### config.mk
export PLATFORM = sky130hd
export DESIGN_NAME = torque_block_drive_flat
export DESIGN_NICKNAME = d
export VERILOG_FILES = /design/src/shared/torque_block_pkg.sv /design/src/shared/torque_block_if.sv /design/src/core/sync_two_stage.sv /design/src/core/torque_block_drive.sv /design/src/flat_wrapper.sv
export VERILOG_INCLUDE_DIRS = /design/src /design/src/shared
export SDC_FILE = /design/constraint.sdc
export NUM_CORES = 1
export LEC_CHECK = 0
export BUFFER_PORTS_ARGS = -buffer_cell sky130_fd_sc_hd__buf_2
export CELL_PAD_IN_SITES_DETAIL_PLACEMENT = 1
export CELL_PAD_IN_SITES_GLOBAL_PLACEMENT = 2
export CORE_ASPECT_RATIO = 1.1
export CORE_UTILIZATION = 30
export DETAILED_ROUTE_END_ITERATION = 6
export PLACE_DENSITY_LB_ADDON = 0.08
export SLEW_MARGIN = 40
export SYNTH_ARGS = -nofsm -noshare
export SYNTH_HDL_FRONTEND = slang
export SYNTH_SLANG_ARGS = --single-unit
### constraint.sdc
create_clock -name clk -period 1.7 [get_ports clk]
set_clock_uncertainty 0.2 [all_clocks]
set_input_delay 0.085 -clock clk [delete_from_list [all_inputs] [get_ports clk]]
set_output_delay 0.085 -clock clk [all_outputs]
set_load 0.005 [all_outputs]
### src/shared/torque_block_defines.svh
// constants for the safe torque-off return control
// Operation
// safety request forces hardware torque block
// return only with all safety inputs on
// return only with servo-on command off
// no return during polarity detection request
// no return while servo-on utility runs
// inputs on with servo-on keeps block; host gates servo-on with servo ready, so it is off while blocked
// after reset apply function after init
// after recalculation apply function per inputs
// permanent servo-on prevents any return
// stop method follows stop mode field
// safe function cancels zero-speed stopping
// group-two alarm during function: field stop
// overtravel inactive while function operates
// servo ready low until block cleared
// brake delay ignored, block entered directly
// older bus command warning on entry
// newer bus warning on entry or cancel
// all return conditions checked same cycle
`ifndef TORQUE_BLOCK_DEFINES_SVH
`define TORQUE_BLOCK_DEFINES_SVH
`define TB_ADDR_CTRL     32'h0000_0000
`define TB_ADDR_STATUS   32'h0000_0004
`define TB_ADDR_EVENT    32'h0000_0008
`define TB_ADDR_MASK     32'h0000_000c
`define TB_CTRL_SVON     0
`define TB_CTRL_MOTION   1
`define TB_CTRL_RESET    2
`define TB_CTRL_CANCEL   3
`define TB_CTRL_NEWBUS   4
`define TB_CTRL_RESET_VAL 5'h00
`define TB_EVT_ENTRY     0
`define TB_EVT_RETURN    1
`define TB_EVT_WARN      2
`define TB_MASK_RESET_VAL 3'h0
`define TB_STOP_DB_DB    2'h0
`define TB_STOP_DB_COAST 2'h1
`define TB_STOP_COAST    2'h2
`define TB_SAFE_WIDTH    2
`endif

### src/shared/torque_block_pkg.sv
// types for the safe torque-off return control
package torque_block_pkg;
  typedef enum logic [2:0] {
    STOP_NONE     = 3'b001,
    STOP_DYNAMIC  = 3'b010,
    STOP_COAST    = 3'b100
  } brake_type;
endpackage : torque_block_pkg

### src/shared/torque_block_if.sv
// link between drive safety block and host motion controller
`timescale 1ns/1ps
`default_nettype none
interface torque_block_if;
  logic [1:0] safeRequest;
  logic       servoOnCommand;
  logic       polarityRequest;
  logic       motionActive;
  logic       cancelBit;
  logic       alarmReset;
  logic       newBus;
  logic       servoReady;
  logic       hardwareTorqueBlock;
  logic       commandWarning;
  modport drive (input safeRequest, servoOnCommand, polarityRequest, motionActive, cancelBit,
                 alarmReset, newBus, output servoReady, hardwareTorqueBlock, commandWarning);
  modport host (output safeRequest, servoOnCommand, polarityRequest, motionActive, cancelBit,
                alarmReset, newBus, input servoReady, hardwareTorqueBlock, commandWarning);
endinterface : torque_block_if
`default_nettype wire

### src/core/sync_two_stage.sv
// two flip-flop synchroniser for asynchronous levels
`timescale 1ns/1ps
`default_nettype none
module sync_two_stage #(
  parameter int WIDTH = 1
) (
  // clocking
  input  wire logic             clk,
  input  wire logic             rst,
  input  wire logic             ce,
  // data
  input  wire logic [WIDTH-1:0] asyncIn,
  output logic      [WIDTH-1:0] syncOut
);
  logic [WIDTH-1:0] meta_q;
  logic [WIDTH-1:0] meta_d;
  logic [WIDTH-1:0] sync_q;
  logic [WIDTH-1:0] sync_d;
  initial if (WIDTH < 1) $error("width must be positive");
  always_comb
  begin
    meta_d = ce ? asyncIn : meta_q;
    sync_d = ce ? meta_q : sync_q;
  end
  always_ff @(posedge clk)
  begin
    if (rst)
    begin
      meta_q <= '0;
      sync_q <= '0;
    end
    else
    begin
      meta_q <= meta_d;
      sync_q <= sync_d;
    end
  end
  assign syncOut = sync_q;
endmodule : sync_two_stage
`default_nettype wire

### src/core/torque_block_drive.sv
// drive end: hardware torque block entry, return and stop selection
`timescale 1ns/1ps
`default_nettype none
`include "torque_block_defines.svh"
module torque_block_drive #(
  parameter int SAFE_INPUTS = `TB_SAFE_WIDTH
) (
  // clocking
  input  wire logic                clk,
  input  wire logic                rst,
  input  wire logic                ce,
  // link
  torque_block_if.drive            link,
  // drive status
  input  wire logic                initBusy,
  input  wire logic                recalcBusy,
  input  wire logic                utilityServoOn,
  input  wire logic                permanentServoOn,
  input  wire logic [1:0]          stopModeField,
  input  wire logic                groupTwoAlarm,
  input  wire logic                overtravel,
  input  wire logic                brakeToServoOffDelay,
  // drive actions
  output logic                     safeTorqueBlockFunction,
  output torque_block_pkg::brake_type brakeAction,
  output logic                     zeroSpeedStop,
  output logic                     overtravelStop,
  output logic                     ordinaryTorqueBlockState
);
  logic [SAFE_INPUTS-1:0] safeSync;
  logic [5:0]             ctrlSync;
  logic                   block_q;
  logic                   block_d;
  logic                   warn_q;
  logic                   warn_d;
  logic                   ready_q;
  logic                   ready_d;
  logic                   zero_q;
  logic                   zero_d;
  logic                   ot_q;
  logic                   ot_d;
  logic                   ordinary_q;
  logic                   ordinary_d;
  torque_block_pkg::brake_type brake_q;
  torque_block_pkg::brake_type brake_d;
  logic                   request;
  logic                   settled;
  logic                   canReturn;
  logic                   motionLike;
  logic                   servoOnSync;
  logic                   motionSync;
  logic                   alarmResetSync;
  logic                   cancelSync;
  logic                   newBusSync;
  logic                   polaritySync;

  initial if (SAFE_INPUTS != `TB_SAFE_WIDTH) $error("safety input width must match the link");

  sync_two_stage #(.WIDTH(SAFE_INPUTS)) safeSyncInst (
    .clk     (clk),
    .rst     (rst),
    .ce      (ce),
    .asyncIn (link.safeRequest),
    .syncOut (safeSync)
  );
  sync_two_stage #(.WIDTH(6)) ctrlSyncInst (
    .clk     (clk),
    .rst     (rst),
    .ce      (ce),
    .asyncIn ({link.polarityRequest, link.newBus, link.cancelBit, link.alarmReset, link.motionActive,
               link.servoOnCommand}),
    .syncOut (ctrlSync)
  );
  // the polarity request comes straight from a pin, so it shares the same two stages
  assign servoOnSync    = ctrlSync[0];
  assign motionSync     = ctrlSync[1];
  assign alarmResetSync = ctrlSync[2];
  assign cancelSync     = ctrlSync[3];
  assign newBusSync     = ctrlSync[4];
  assign polaritySync   = ctrlSync[5];

  function automatic torque_block_pkg::brake_type stopOf(input logic [1:0] mode, input logic stopped);
    if (mode == `TB_STOP_COAST)
      stopOf = torque_block_pkg::STOP_COAST;
    else if (mode == `TB_STOP_DB_COAST && stopped)
      stopOf = torque_block_pkg::STOP_COAST;
    else
      stopOf = torque_block_pkg::STOP_DYNAMIC;
  endfunction : stopOf

  always_comb
  begin
    // inputs low mean a safety request; held until init or recalculation finishes
    settled    = !initBusy && !recalcBusy;
    request    = !(&safeSync);
    canReturn  = (&safeSync) && !servoOnSync && !polaritySync && !utilityServoOn
                 && !permanentServoOn;
    motionLike = servoOnSync || motionSync;
  end

  // a request in the same cycle as a return keeps the block, since entry is tested first
  always_comb
  begin
    block_d = block_q;
    if (settled && request)
      block_d = 1'b1;
    else if (settled && block_q && canReturn)
      block_d = 1'b0;
  end

  always_ff @(posedge clk)
  begin
    if (rst)
    begin
      block_q <= 1'b1;
    end
    else if (ce)
    begin
      block_q <= block_d;
    end
  end

  // older bus: warning on entry during a command; newer bus also on cancel
  // an alarm reset while still blocked is ignored, so the warning outlives the block
  always_comb
  begin
    warn_d = warn_q;
    if (!block_q && block_d && motionLike)
      warn_d = 1'b1;
    else if (newBusSync && cancelSync && motionLike)
      warn_d = 1'b1;
    else if (alarmResetSync && !block_q && !(newBusSync && cancelSync))
      warn_d = 1'b0;
  end

  always_ff @(posedge clk)
  begin
    if (rst)
    begin
      warn_q <= 1'b0;
    end
    else if (ce)
    begin
      warn_q <= warn_d;
    end
  end

  // ready waits one cycle past the return, so it never overlaps the block
  always_comb
  begin
    ready_d    = !block_q && !block_d && settled;
    ordinary_d = !block_d && !servoOnSync;
  end

  always_ff @(posedge clk)
  begin
    if (rst)
    begin
      ready_q    <= 1'b0;
      ordinary_q <= 1'b0;
    end
    else if (ce)
    begin
      ready_q    <= ready_d;
      ordinary_q <= ordinary_d;
    end
  end

  // mode 1 brakes for one cycle after entry, then lets the motor coast
  always_comb
  begin
    zero_d = groupTwoAlarm && !block_d;
    ot_d   = overtravel && !block_d;
    if (block_d)
      brake_d = stopOf(stopModeField, brake_q != torque_block_pkg::STOP_NONE);
    else
      brake_d = torque_block_pkg::STOP_NONE;
  end

  always_ff @(posedge clk)
  begin
    if (rst)
    begin
      zero_q  <= 1'b0;
      ot_q    <= 1'b0;
      brake_q <= torque_block_pkg::STOP_DYNAMIC;
    end
    else if (ce)
    begin
      zero_q  <= zero_d;
      ot_q    <= ot_d;
      brake_q <= brake_d;
    end
  end

  // brake delay input is deliberately unused while the function holds the block
  logic unusedDelay;
  assign unusedDelay              = brakeToServoOffDelay;
  assign link.hardwareTorqueBlock = block_q;
  assign link.servoReady          = ready_q;
  assign link.commandWarning      = warn_q;
  assign safeTorqueBlockFunction  = request && settled;
  assign brakeAction              = brake_q;
  assign zeroSpeedStop            = zero_q;
  assign overtravelStop           = ot_q;
  assign ordinaryTorqueBlockState = ordinary_q;
endmodule : torque_block_drive
`default_nettype wire

### src/flat_wrapper.sv
// flat-port wrapper written by rule: the top's interface ports become plain ports
module torque_block_drive_flat 
#(
  parameter int SAFE_INPUTS = `TB_SAFE_WIDTH
)
  (clk, rst, ce, initBusy, recalcBusy, utilityServoOn, permanentServoOn, stopModeField, groupTwoAlarm, overtravel, brakeToServoOffDelay, safeTorqueBlockFunction, brakeAction, zeroSpeedStop, overtravelStop, ordinaryTorqueBlockState, link_safeRequest, link_servoOnCommand, link_polarityRequest, link_motionActive, link_cancelBit, link_alarmReset, link_newBus, link_servoReady, link_hardwareTorqueBlock, link_commandWarning);
  torque_block_if link_i ();
  input  wire logic clk;
  input  wire logic rst;
  input  wire logic ce;
  input  wire logic initBusy;
  input  wire logic recalcBusy;
  input  wire logic utilityServoOn;
  input  wire logic permanentServoOn;
  input  wire logic [1:0] stopModeField;
  input  wire logic groupTwoAlarm;
  input  wire logic overtravel;
  input  wire logic brakeToServoOffDelay;
  output logic safeTorqueBlockFunction;
  output torque_block_pkg::brake_type brakeAction;
  output logic zeroSpeedStop;
  output logic overtravelStop;
  output logic ordinaryTorqueBlockState;
  input wire logic [$bits(link_i.safeRequest)-1:0] link_safeRequest;
  input wire logic [$bits(link_i.servoOnCommand)-1:0] link_servoOnCommand;
  input wire logic [$bits(link_i.polarityRequest)-1:0] link_polarityRequest;
  input wire logic [$bits(link_i.motionActive)-1:0] link_motionActive;
  input wire logic [$bits(link_i.cancelBit)-1:0] link_cancelBit;
  input wire logic [$bits(link_i.alarmReset)-1:0] link_alarmReset;
  input wire logic [$bits(link_i.newBus)-1:0] link_newBus;
  output wire logic [$bits(link_i.servoReady)-1:0] link_servoReady;
  output wire logic [$bits(link_i.hardwareTorqueBlock)-1:0] link_hardwareTorqueBlock;
  output wire logic [$bits(link_i.commandWarning)-1:0] link_commandWarning;
  assign link_i.safeRequest = link_safeRequest;
  assign link_i.servoOnCommand = link_servoOnCommand;
  assign link_i.polarityRequest = link_polarityRequest;
  assign link_i.motionActive = link_motionActive;
  assign link_i.cancelBit = link_cancelBit;
  assign link_i.alarmReset = link_alarmReset;
  assign link_i.newBus = link_newBus;
  assign link_servoReady = link_i.servoReady;
  assign link_hardwareTorqueBlock = link_i.hardwareTorqueBlock;
  assign link_commandWarning = link_i.commandWarning;
  torque_block_drive #(.SAFE_INPUTS(SAFE_INPUTS)) u_core (.clk(clk), .rst(rst), .ce(ce), .link(link_i), .initBusy(initBusy), .recalcBusy(recalcBusy), .utilityServoOn(utilityServoOn), .permanentServoOn(permanentServoOn), .stopModeField(stopModeField), .groupTwoAlarm(groupTwoAlarm), .overtravel(overtravel), .brakeToServoOffDelay(brakeToServoOffDelay), .safeTorqueBlockFunction(safeTorqueBlockFunction), .brakeAction(brakeAction), .zeroSpeedStop(zeroSpeedStop), .overtravelStop(overtravelStop), .ordinaryTorqueBlockState(ordinaryTorqueBlockState));
endmodule
Word-level counts from Yosys, hierarchy flattened
Index checks and enable logic that the tools add are counted.

Add/subtract/negate cells: 0. Multiply operators: 0. Div/mod/pow operators: 0. $lt $le $gt $ge: 0. Equal/unequal tests: 3. Shift-type cells: 0. Multiplexer cells: 8. Bitwise gates (word level): 0. Reductions and logical operators: 34.

Operators by type and width (number): 1-bit logical AND (20); 1-bit zero test (10); 3-bit 2-to-1 mux (3); 1-bit 2-to-1 mux (5); 2-bit AND reduction (2); 3-bit by 1-bit inequality test with 1-bit output (second input constant) (1); 3-bit nonzero test (1); 2-bit by 1-bit equality test with 1-bit output (second input constant) (1); 2-bit equality test (second input constant) (1); 1-bit logical OR (1).

Flip-flop bits (word level): 25. Latch bits: 0. Bits in writable memories: 0. ROM bits: 0. Input port bits: 20. Memories kept: 0.

Logic depth before layout (Yosys ltp)
Gate-level depths: netlist of the first run.

Word-level depth: 12. Gate-level depth with buffers: 4. Gate-level depth less buffers: 3.

Hierarchy
From an unflattened synthesis of the first run, not the netlist that was laid out.

Cells, all modules: 98. Area, all modules: 1011.0 µm².

Modules (own cells, without submodules): torque_block_drive (times used 1, cells an instance 47, area each 450.4 µm², seq. area each 180.2 µm²); sync_two_stage at u_core.ctrlSyncInst (times used 1, cells an instance 38, area each 420.4 µm², seq. area each 240.2 µm²); sync_two_stage at u_core.safeSyncInst (times used 1, cells an instance 13, area each 140.1 µm², seq. area each 80.1 µm²).

Least setup slack after synthesis of the first run
OpenSTA, ideal clock, no wires.

Kind: register -> register. Start: reg u_core.ctrlSyncInst.sync_q[0] (netlist: u_core.ctrlSyncInst.syncOut[0]). End: reg u_core.brake_q[2] (netlist: u_core.brakeAction[2]). Setup time: 0.136 ns. Data arrival time: 1.011 ns. Data required time: 1.364 ns. Setup slack: 0.354 ns. Cell stages (with the launch flop): 4. Path buffers: 0. Clock period less this slack: 1.346 ns. Cell sequence: dfxtp_1 o41ai_4 and3_4 o32ai_2.

Longest elaborated chain between the ends: 9.

RTL lines: start, declared (RTL line sync_two_stage.sv:17) `logic [WIDTH-1:0] sync_q;`; start signal, assigned (RTL line sync_two_stage.sv:35) `sync_q <= sync_d;`; 1-bit zero test (RTL line torque_block_drive.sv:96) `canReturn = (&safeSync) && !servoOnSync && !polaritySync && !utilityServoOn`; 1-bit logical AND (3 in series) (RTL line torque_block_drive.sv:96); 1-bit logical AND (RTL line torque_block_drive.sv:97) `&& !permanentServoOn;`; 1-bit logical AND (RTL line torque_block_drive.sv:107) `else if (settled && block_q && canReturn)`; 1-bit 2-to-1 mux (RTL line torque_block_drive.sv:107); 1-bit 2-to-1 mux (RTL line torque_block_drive.sv:105) `if (settled && request)`; 3-bit 2-to-1 mux (RTL line torque_block_drive.sv:174) `if (block_d)`; end signal, assigned (RTL line torque_block_drive.sv:186) `brake_q <= torque_block_pkg::STOP_DYNAMIC;`; end signal, assigned (RTL line torque_block_drive.sv:192) `brake_q <= brake_d;`; end, declared (RTL line torque_block_drive.sv:44) `torque_block_pkg::brake_type brake_q;`.

No other way between the ends. A chain may end at the register's enable or synchronous reset.

Worst setup path in the final report of the first run
Start: in recalcBusy. End: out safeTorqueBlockFunction.

Longest elaborated chain between the ends: 3.

RTL lines: start, declared (RTL line flat_wrapper.sv:12) `input wire logic recalcBusy;`; 1-bit zero test (RTL line torque_block_drive.sv:94) `settled = !initBusy && !recalcBusy;`; 1-bit logical AND (RTL line torque_block_drive.sv:94); 1-bit logical AND (RTL line torque_block_drive.sv:202) `assign safeTorqueBlockFunction = request && settled;`; end, declared (RTL line flat_wrapper.sv:19) `output logic safeTorqueBlockFunction;`.

No other way between the ends.

==> results of run 1 <==
worst paths after layout:
check / from / to / cells past startpoint
worst max-delay path: recalcBusy / safeTorqueBlockFunction / 5
worst min-delay path: ce / u_core.brakeAction[1] / 2
worst max register to register: u_core.link.hardwareTorqueBlock / u_core.brakeAction[2] / 3
worst min register to register: u_core.link.servoReady / u_core.link.servoReady / 2
registers in the layout, summed over array words and instances, names as in the netlist:
| signal | cells |
|---|---|
| u_core.ordinaryTorqueBlockState | 1 |
| u_core.link.servoReady | 1 |
| u_core.brakeAction | 3 |
| u_core.overtravelStop | 1 |
| u_core.ctrlSyncInst.meta_q | 6 |
| u_core.safeSyncInst.syncOut | 2 |
| u_core.link.commandWarning | 1 |
| u_core.zeroSpeedStop | 1 |
| u_core.safeSyncInst.meta_q | 2 |
| u_core.ctrlSyncInst.syncOut | 6 |
| u_core.link.hardwareTorqueBlock | 1 |
per-stage QoR:
step | instance area (um2) | hold WS, ns | power, uW | utilization, %
2_1_floorplan | 1020 | -0.0189 | 707 | -
3_3_place_gp | 1210 | 0.119 | 753 | 38.3
3_5_place_dp | 1210 | 0.131 | 758 | 38.3
4_1_cts | 1460 | 0.00254 | 1070 | 46.4
5_1_grt | 1460 | 0.00501 | 1120 | 46.4
6_report | 1460 | 0.0190 | 1050 | 46.4
timing repair:
item,4_1_cts,5_1_grt
setup endpoints to repair,0,0
hold buffers,23,0
hold endpoints to repair,22,0
Yosys cell counts (2+ instances only):
library cell	count	area (um2)
dfxtp_1	25	500
inv_1	3	11.3
clkbuf_1	2	7.51
buf_2	3	15.0
mux2i_1	16	160
and3_1	2	12.5
nor2_1	16	60.1
nand2_1	5	18.8
a32o_2	2	22.5
a21oi_1	2	10.0
area by class of cell:
type                       count  area (um2)
clock buffer                   3        22.5
clock inverter                 1        5.00
fill                         374        1690
inverter                       3        11.3
multi-input combinational     65         489
sequential                    25         500
tap                           34        42.5
timing repair buffer          54         393
report_power, final:
part           switching, uW  internal, uW  leakage (uW)
registers               15.2           609      0.000204
clock network            177          87.9     0.0000177
logic                   68.2          93.1      0.000469
cell families (layout without fill, tap and decap cells):
kind of cell / count (synthesis) / in the layout / synth area share [%]
buf+inv: 8 / 61 / 3.30
simple gates: 32 / 32 / 15.9
mux: 16 / 16 / 15.6
compound gates: 16 / 16 / 15.4
xor+xnor: 1 / 1 / 0.856
flops: 25 / 25 / 48.9
metal layers:
metal | routed length (um) | global-route usage (%)
met1 | 1130 | 18.5
met2 | 1230 | 25.4
met3 | 99 | 2.46
met4 | 0 | 6.25
met5 | 0 | 0
==> results.md, run 1 <==
Floorplanning:
- The horizontal extent of the die is 57.7 um.
- The area of the die is 3650 um2.
- The vertical die dimension is 63.3 um.
- Pin placement for this block handled 30 I/O pins.
- The core area is 3150 um2.
- The floorplan row count is 21.
- For this configuration, the core starts out at a cell density of 32.5%.

Yosys:
- The async set-reset flop share out of synthesis is 0%.
- The number of synthesized register bits is 25.
- The count of flip-flops with a built-in enable after synthesis is 0.
- Yosys printed 0 warnings.
- Synthesis produced a netlist with a net count of 118.
- Yosys mapped the design onto 32 distinct sky130hd cell types.
- The synthesized area divided by synthesized cell count is 10.4 um2.
- In this run the cell area of the synthesized design comes to 1020 um2.
- The most used flip-flop cell after synthesis is dfxtp_1.
- The number of instances in the synthesized netlist is 98.
- The share of synthesized area occupied by flip-flops and latches is 48.9%.

Placed design:
- Before CTS, the worst setup slack after placement is 0.241 ns.
- The final RePlAce weighted congestion is 0.669.
- The detailed placer's ending HPWL is 1640 um.
- The number of buffers added on ports is 28.
- The number of placed instances, taps included is 158.

Outcome:
- The checks that failed: design-rule violations.
- The run finished, with violations left.

Hold path:
- The type of the most critical hold path is input pin to flop.

Worst setup path:
- The category of the worst setup path launch point is an input pin.
- The cell type group with the largest total delay on the critical path is buffers and inverters.
- The arrival time reported for the critical path endpoint is 1.24 ns.
- In this run the worst path has a maximum fanout of 4.
- The setup slack of the most critical reg-to-reg path is 0.21 ns.
- At the worst endpoint, the required time is 1.41 ns.
- The worst setup path is of the input pin to output port kind.
- The cell that appears most often on the critical path is buf_2.
- For this design, the slowest cell found on the critical path is dlygate4sd3_1.
- The worst setup path is captured at an output port.
- The critical path goes through dlygate4sd3_1 > buf_2 > a211o_1 > inv_1 > buf_2.
- The buffering stage count on the worst path with inverters included is 4.
- The highest cell delay on the worst timing path is 0.53 ns.

STA:
- The final number of max-transition violations was 0.
- The minimum period implied by the final worst setup slack is 1.52 ns.
- The worst path setup slack after routing is 0.175 ns.
- The count of final setup violators is 0.
- The worst pin sits at a relative slew slack of 72.6%.
- The final critical path takes up 89.7% of the cycle.
- The transition time of the tightest slew-check pin is 0.400 ns.
- The number of hold-slack violations in the final timing report is 0.
- The upper clock frequency limit is 656 MHz.
- Setup repair after global routing left no endpoint under its margin.
- The sum of negative setup slack is 0 ns.

Clock network:
- Post-CTS timing repair inserted 0 buffers for setup.
- The number of gates resized after CTS was 0.
- The clock insertion delay at the later pin of the skew report is 0.31 ns.
- The clock net in this run drives a total of 25 sinks.
- The worst-case clock buffer depth is 2.
- After clock tree synthesis, the clock-pin slew on the worst setup and hold paths is 0.14 ns.
- The number of buffers inserted during clock tree synthesis is 3.
- The clock tree from TritonCTS is yes.
- The CTS root buffer is clkbuf_4.
- The H-tree depth is 1.

Detailed routing:
- The via count of the routed design is 922.
- The detailed-route DRC error count is 3.
- For this run, the detailed router's first-pass iteration total came to 6.
- The remaining number of nets flagged by the antenna check after routing is 0.
- The vias per cell is 4.98.
- The DRC violation total after the first TritonRoute iteration is 30.
- The aggregate routed wire length is 2460 um.
- The routed wirelength normalized by instance count is 13.3 um.

Layout:
- The area growth from synthesis to final layout is 43.0%.
- The share of post-route cells with drive strength above 1 is 27.8%.
- The total inserted antenna cells is 0.
- Once layout is complete, the cells apart from fillers number 185.
- The most common cell after layout, fill and taps aside is buf_2.
- The final net count is 172.
- Leaving out fill and tap cells, the most frequent cells in the layout are buf_2, dfxtp_1, dlygate4sd3_1.

Power:
- Dividing total power by cell area gives a power density of 718 nW/um2.
- The total leakage power is 0.000691 uW.
- The highest ir drop seen on vdd is 0.355 mV.

GRT:
- Global routing used 15.0% of the available tracks.
- The number of antenna violations at the first check in global routing is 0.
- The first global-routing pass estimated 4260 um of wire.
- The number of global-route vias before repair is 963.
- The overflow left after global routing is 0.
- Entering global routing, the biggest net connects 17 pins.

Run:
- The max-cap check violation count is 0.
No activity file was read; power rests on OpenSTA's default activity.
==> run 2: changes to the inputs <==
--- a/config.mk
+++ b/config.mk
@@ -13,6 +13,7 @@
 export CORE_UTILIZATION = 30
 export DETAILED_ROUTE_END_ITERATION = 6
 export PLACE_DENSITY_LB_ADDON = 0.08
+export RECOVER_POWER = 25
 export SLEW_MARGIN = 40
 export SYNTH_ARGS = -nofsm -noshare
 export SYNTH_HDL_FRONTEND = slang
==> run 2 against run 1 <==
  * The run still ends with design-rule violations left
  * Maximum frequency stayed put
  * Register-to-register slack hardly changed
  * Sequential cell count did not move
  * Core utilization about the same
  * Final cell count is the same
  * Design area is essentially flat
  * Worst hold slack stayed put
  * Routed wire length increased by 0.37%
  * Via count fell by 0.22%
  * Total power about the same
  * Worst setup slack stayed put
  * Critical path depth stayed put
  * Largest cell class unchanged
==> results.md, run 2 (same netlist as run 1, synthesis figures left out) <==
Floorplanning:
- The horizontal extent of the die was 57.7 um (unchanged).
- The boundary pin count came to 30 (unchanged).
- The core area is 3150 um2 (unchanged).
- The initial core utilization was 32.5% (unchanged).
- The vertical die dimension came to 63.3 um (unchanged).
- The area of the die came to 3650 um2 (unchanged).
- The floorplan row count came to 21 (unchanged).

Clock network:
- The worst-case clock buffer depth is 2 (unchanged).
- The total setup buffers inserted after CTS is 0 (unchanged).
- The clock input transition at the sequential cells of the worst setup and hold paths was 0.14 ns (about the same).
- The H-tree depth is 1 (unchanged).
- The number of buffers inserted during clock tree synthesis came to 3 (unchanged).
- The clock insertion delay at the later pin of the skew report is 0.31 ns (about the same).
- The tree is rooted in a clkbuf_4.
- The total number of clock tree sinks is 25 (unchanged).
- The clock tree from TritonCTS is yes.

STA:
- The final number of max-transition violations came to 0 (unchanged).
- The remaining max-slew budget at the tightest pin was 72.6% (unchanged).
- The post-route worst hold slack came to 0.0190 ns (unchanged).
- The count of final setup violators is 0 (unchanged).
- The number of hold-slack violations in the final timing report was 0 (unchanged).
- The final period utilization is 89.7% (unchanged).
- Setup repair after global routing left no endpoint under its margin.
- The transition time of the tightest slew-check pin is 0.400 ns (unchanged).
- The minimum period implied by the final worst setup slack is 1.52 ns (unchanged).
- The sum of negative setup slack is 0 ns (unchanged).
- The upper clock frequency limit is 656 MHz (unchanged).

Placed design:
- The post-placement cell area is 1210 um2 (unchanged).
- The detailed placer's ending HPWL is 1640 um (unchanged).
- The number of placed instances, taps included came to 158 (unchanged).
- The number of buffers added on ports is 28 (unchanged).
- The final RePlAce weighted congestion is 0.669 (unchanged).

Power:
- The relative contribution of the clock network to total power was 25.2% (about the same).
- The total power divided by cell area is 718 nW/um2 (about the same).
- The highest ir drop seen on vdd was 0.355 mV (unchanged).
- The total leakage power is 0.000686 uW (-0.64%).
- The share of power burned in combinational logic is 15.4% (about the same).
- The part of the total power dissipated in sequential elements is 59.4% (about the same).
- The internal power contribution came to 790 uW (about the same).
- The net switching power was 261 uW (about the same).
- The switching share of power is 24.8% (about the same).

Layout:
- The top cell types in the final layout, fill and taps aside, are buf_2, dfxtp_1, dlygate4sd3_1.
- The area growth from synthesis to final layout was 42.9% (about the same).
- The number of standard cells in the layout, taps in and fillers out is 185 (unchanged).
- The total inserted antenna cells is 0 (unchanged).
- The final core utilization is 46.4% (about the same).
- The share of post-route cells with drive strength above 1 is 27.2% (-0.66 points).
- The most common cell after layout, fill and taps aside is buf_2.
- The final net count is 172 (unchanged).
- The finished layout cell area is 1460 um2 (about the same).

Worst setup path:
- The critical path start-end classification is input pin to output port.
- The setup slack of the most critical reg-to-reg path came to 0.21 ns (about the same).
- The origin of the critical flop-to-flop path is u_core.link.hardwareTorqueBlock.
- The worst-path maximum fanout was 4 (unchanged).
- On the critical path, the stage with the largest delay is an instance of dlygate4sd3_1.
- The critical path required time is 1.41 ns (about the same).
- By instance count, the cell type seen most on the critical path is buf_2.
- STA classifies the critical path startpoint as an input pin.
- The category of the worst setup path capture point is an output port.
- The highest cell delay on the worst timing path is 0.53 ns (about the same).
- The arrival time reported for the critical path endpoint was 1.24 ns (about the same).
- The logic depth of the worst register-to-register path is 3 (unchanged).
- The signal on the critical path passes through dlygate4sd3_1 > buf_2 > a211o_1 > inv_1 > buf_2.
- In this run the critical register-to-register path is captured at u_core.brakeAction[2].

Hold path:
- The min-delay analysis places its worst path in the category input pin to flop.
- The worst hold path begins at ce.
- The number of cells on the worst hold path is 2 (unchanged).
- The endpoint of the worst hold path is u_core.brakeAction[1].

Detailed routing:
- The via count of the routed design is 920 (-0.22%).
- The DRC violation total after the first TritonRoute iteration is 30 (unchanged).
- The number of search-and-repair iterations in the first detailed-routing pass was 6 (unchanged).
- The detailed-route DRC error count is 3 (unchanged).
- The routed wirelength normalized by instance count is 13.3 um (+0.37%).
- The vias per cell is 4.97 (-0.22%).
- The aggregate routed wire length is 2470 um (+0.37%).
- The remaining number of nets flagged by the antenna check after routing is 0 (unchanged).

GRT:
- The maximum number of pins on one net before global-route repair was 17 (unchanged).
- The overflow left after global routing is 0 (unchanged).
- The overall fraction of global-route tracks in use is 15.0% (unchanged).
- The number of global-route vias before repair is 963 (unchanged).
- The number of antenna violations at the first check in global routing is 0 (unchanged).
- The wire length of the first global-routing pass is 4260 um (unchanged).

Outcome:
- The flow ran to the end, but the final reports show violations.
- The checks that failed: design-rule violations.

Run:
- The max-cap check violation count is 0 (unchanged).
[run 2: cell types whose count changed in the layout (fill, tap and decap cells not counted)]
| cell | previous run | this run |
|---|---|---|
| buf_2 | 28 | 27 |
| clkbuf_1 | 0 | 1 |
[run 2: worst max path at each step]
stage                                    from                            end  cells past startpoint
6_report                           recalcBusy        safeTorqueBlockFunction                      5
5_1_grt                                   rst  u_core.ctrlSyncInst.meta_q[4]                      4
2_1_floorplan  u_core.ctrlSyncInst.syncOut[0]          u_core.brakeAction[2]                      3
4_1_cts                            recalcBusy        safeTorqueBlockFunction                      5
3_3_place_gp   u_core.ctrlSyncInst.syncOut[0]          u_core.brakeAction[1]                      3
3_5_place_dp   u_core.ctrlSyncInst.syncOut[0]          u_core.brakeAction[1]                      3
[run 2: per-layer routing]
metal | global-route usage, % | part of all wire (%)
met5 | 0 | 0
met4 | 6.25 | 0
met3 | 2.46 | 4.1
met2 | 25.4 | 50
met1 | 18.5 | 46
[run 2: critical path: cells and delay by family]
family / cells / cell delay [ns]
buf+inv: 4 / 0.83
compound gates: 1 / 0.31
[run 2: what timing repair did]
| action | 4_1_cts | 5_1_grt |
|---|---|---|
| resized for setup | 0 | 0 |
| hold buffers | 23 | 0 |
| endpoints found under the hold margin | 22 | 0 |
[run 2: power by group through the flow]
stage / clock network (uW) / registers (uW) / logic (uW)
after global placement: 0 / 636 / 117
final: 265 / 624 / 161
after detailed placement: 0 / 637 / 120
after global routing: 313 / 628 / 180
after floorplan: 0 / 634 / 73.0
after CTS: 284 / 625 / 162
[run 2: area by class of cell]
cell class              count  area (um2)
clock buffers               3        22.5
clock inverters             1        5.00
fillers                   374        1690
inverters                   3        11.3
multi-input cells          65         489
flip-flops and latches     25         500
well taps                  34        42.5
repair buffers             54         392
[run 2: per-stage QoR]
step	worst slack, ns	total power [uW]
final	0.175	1050
after global routing	0.119	1120
after global placement	0.262	753
after detailed placement	0.241	758
after floorplan	0.354	707
after CTS	0.177	1070
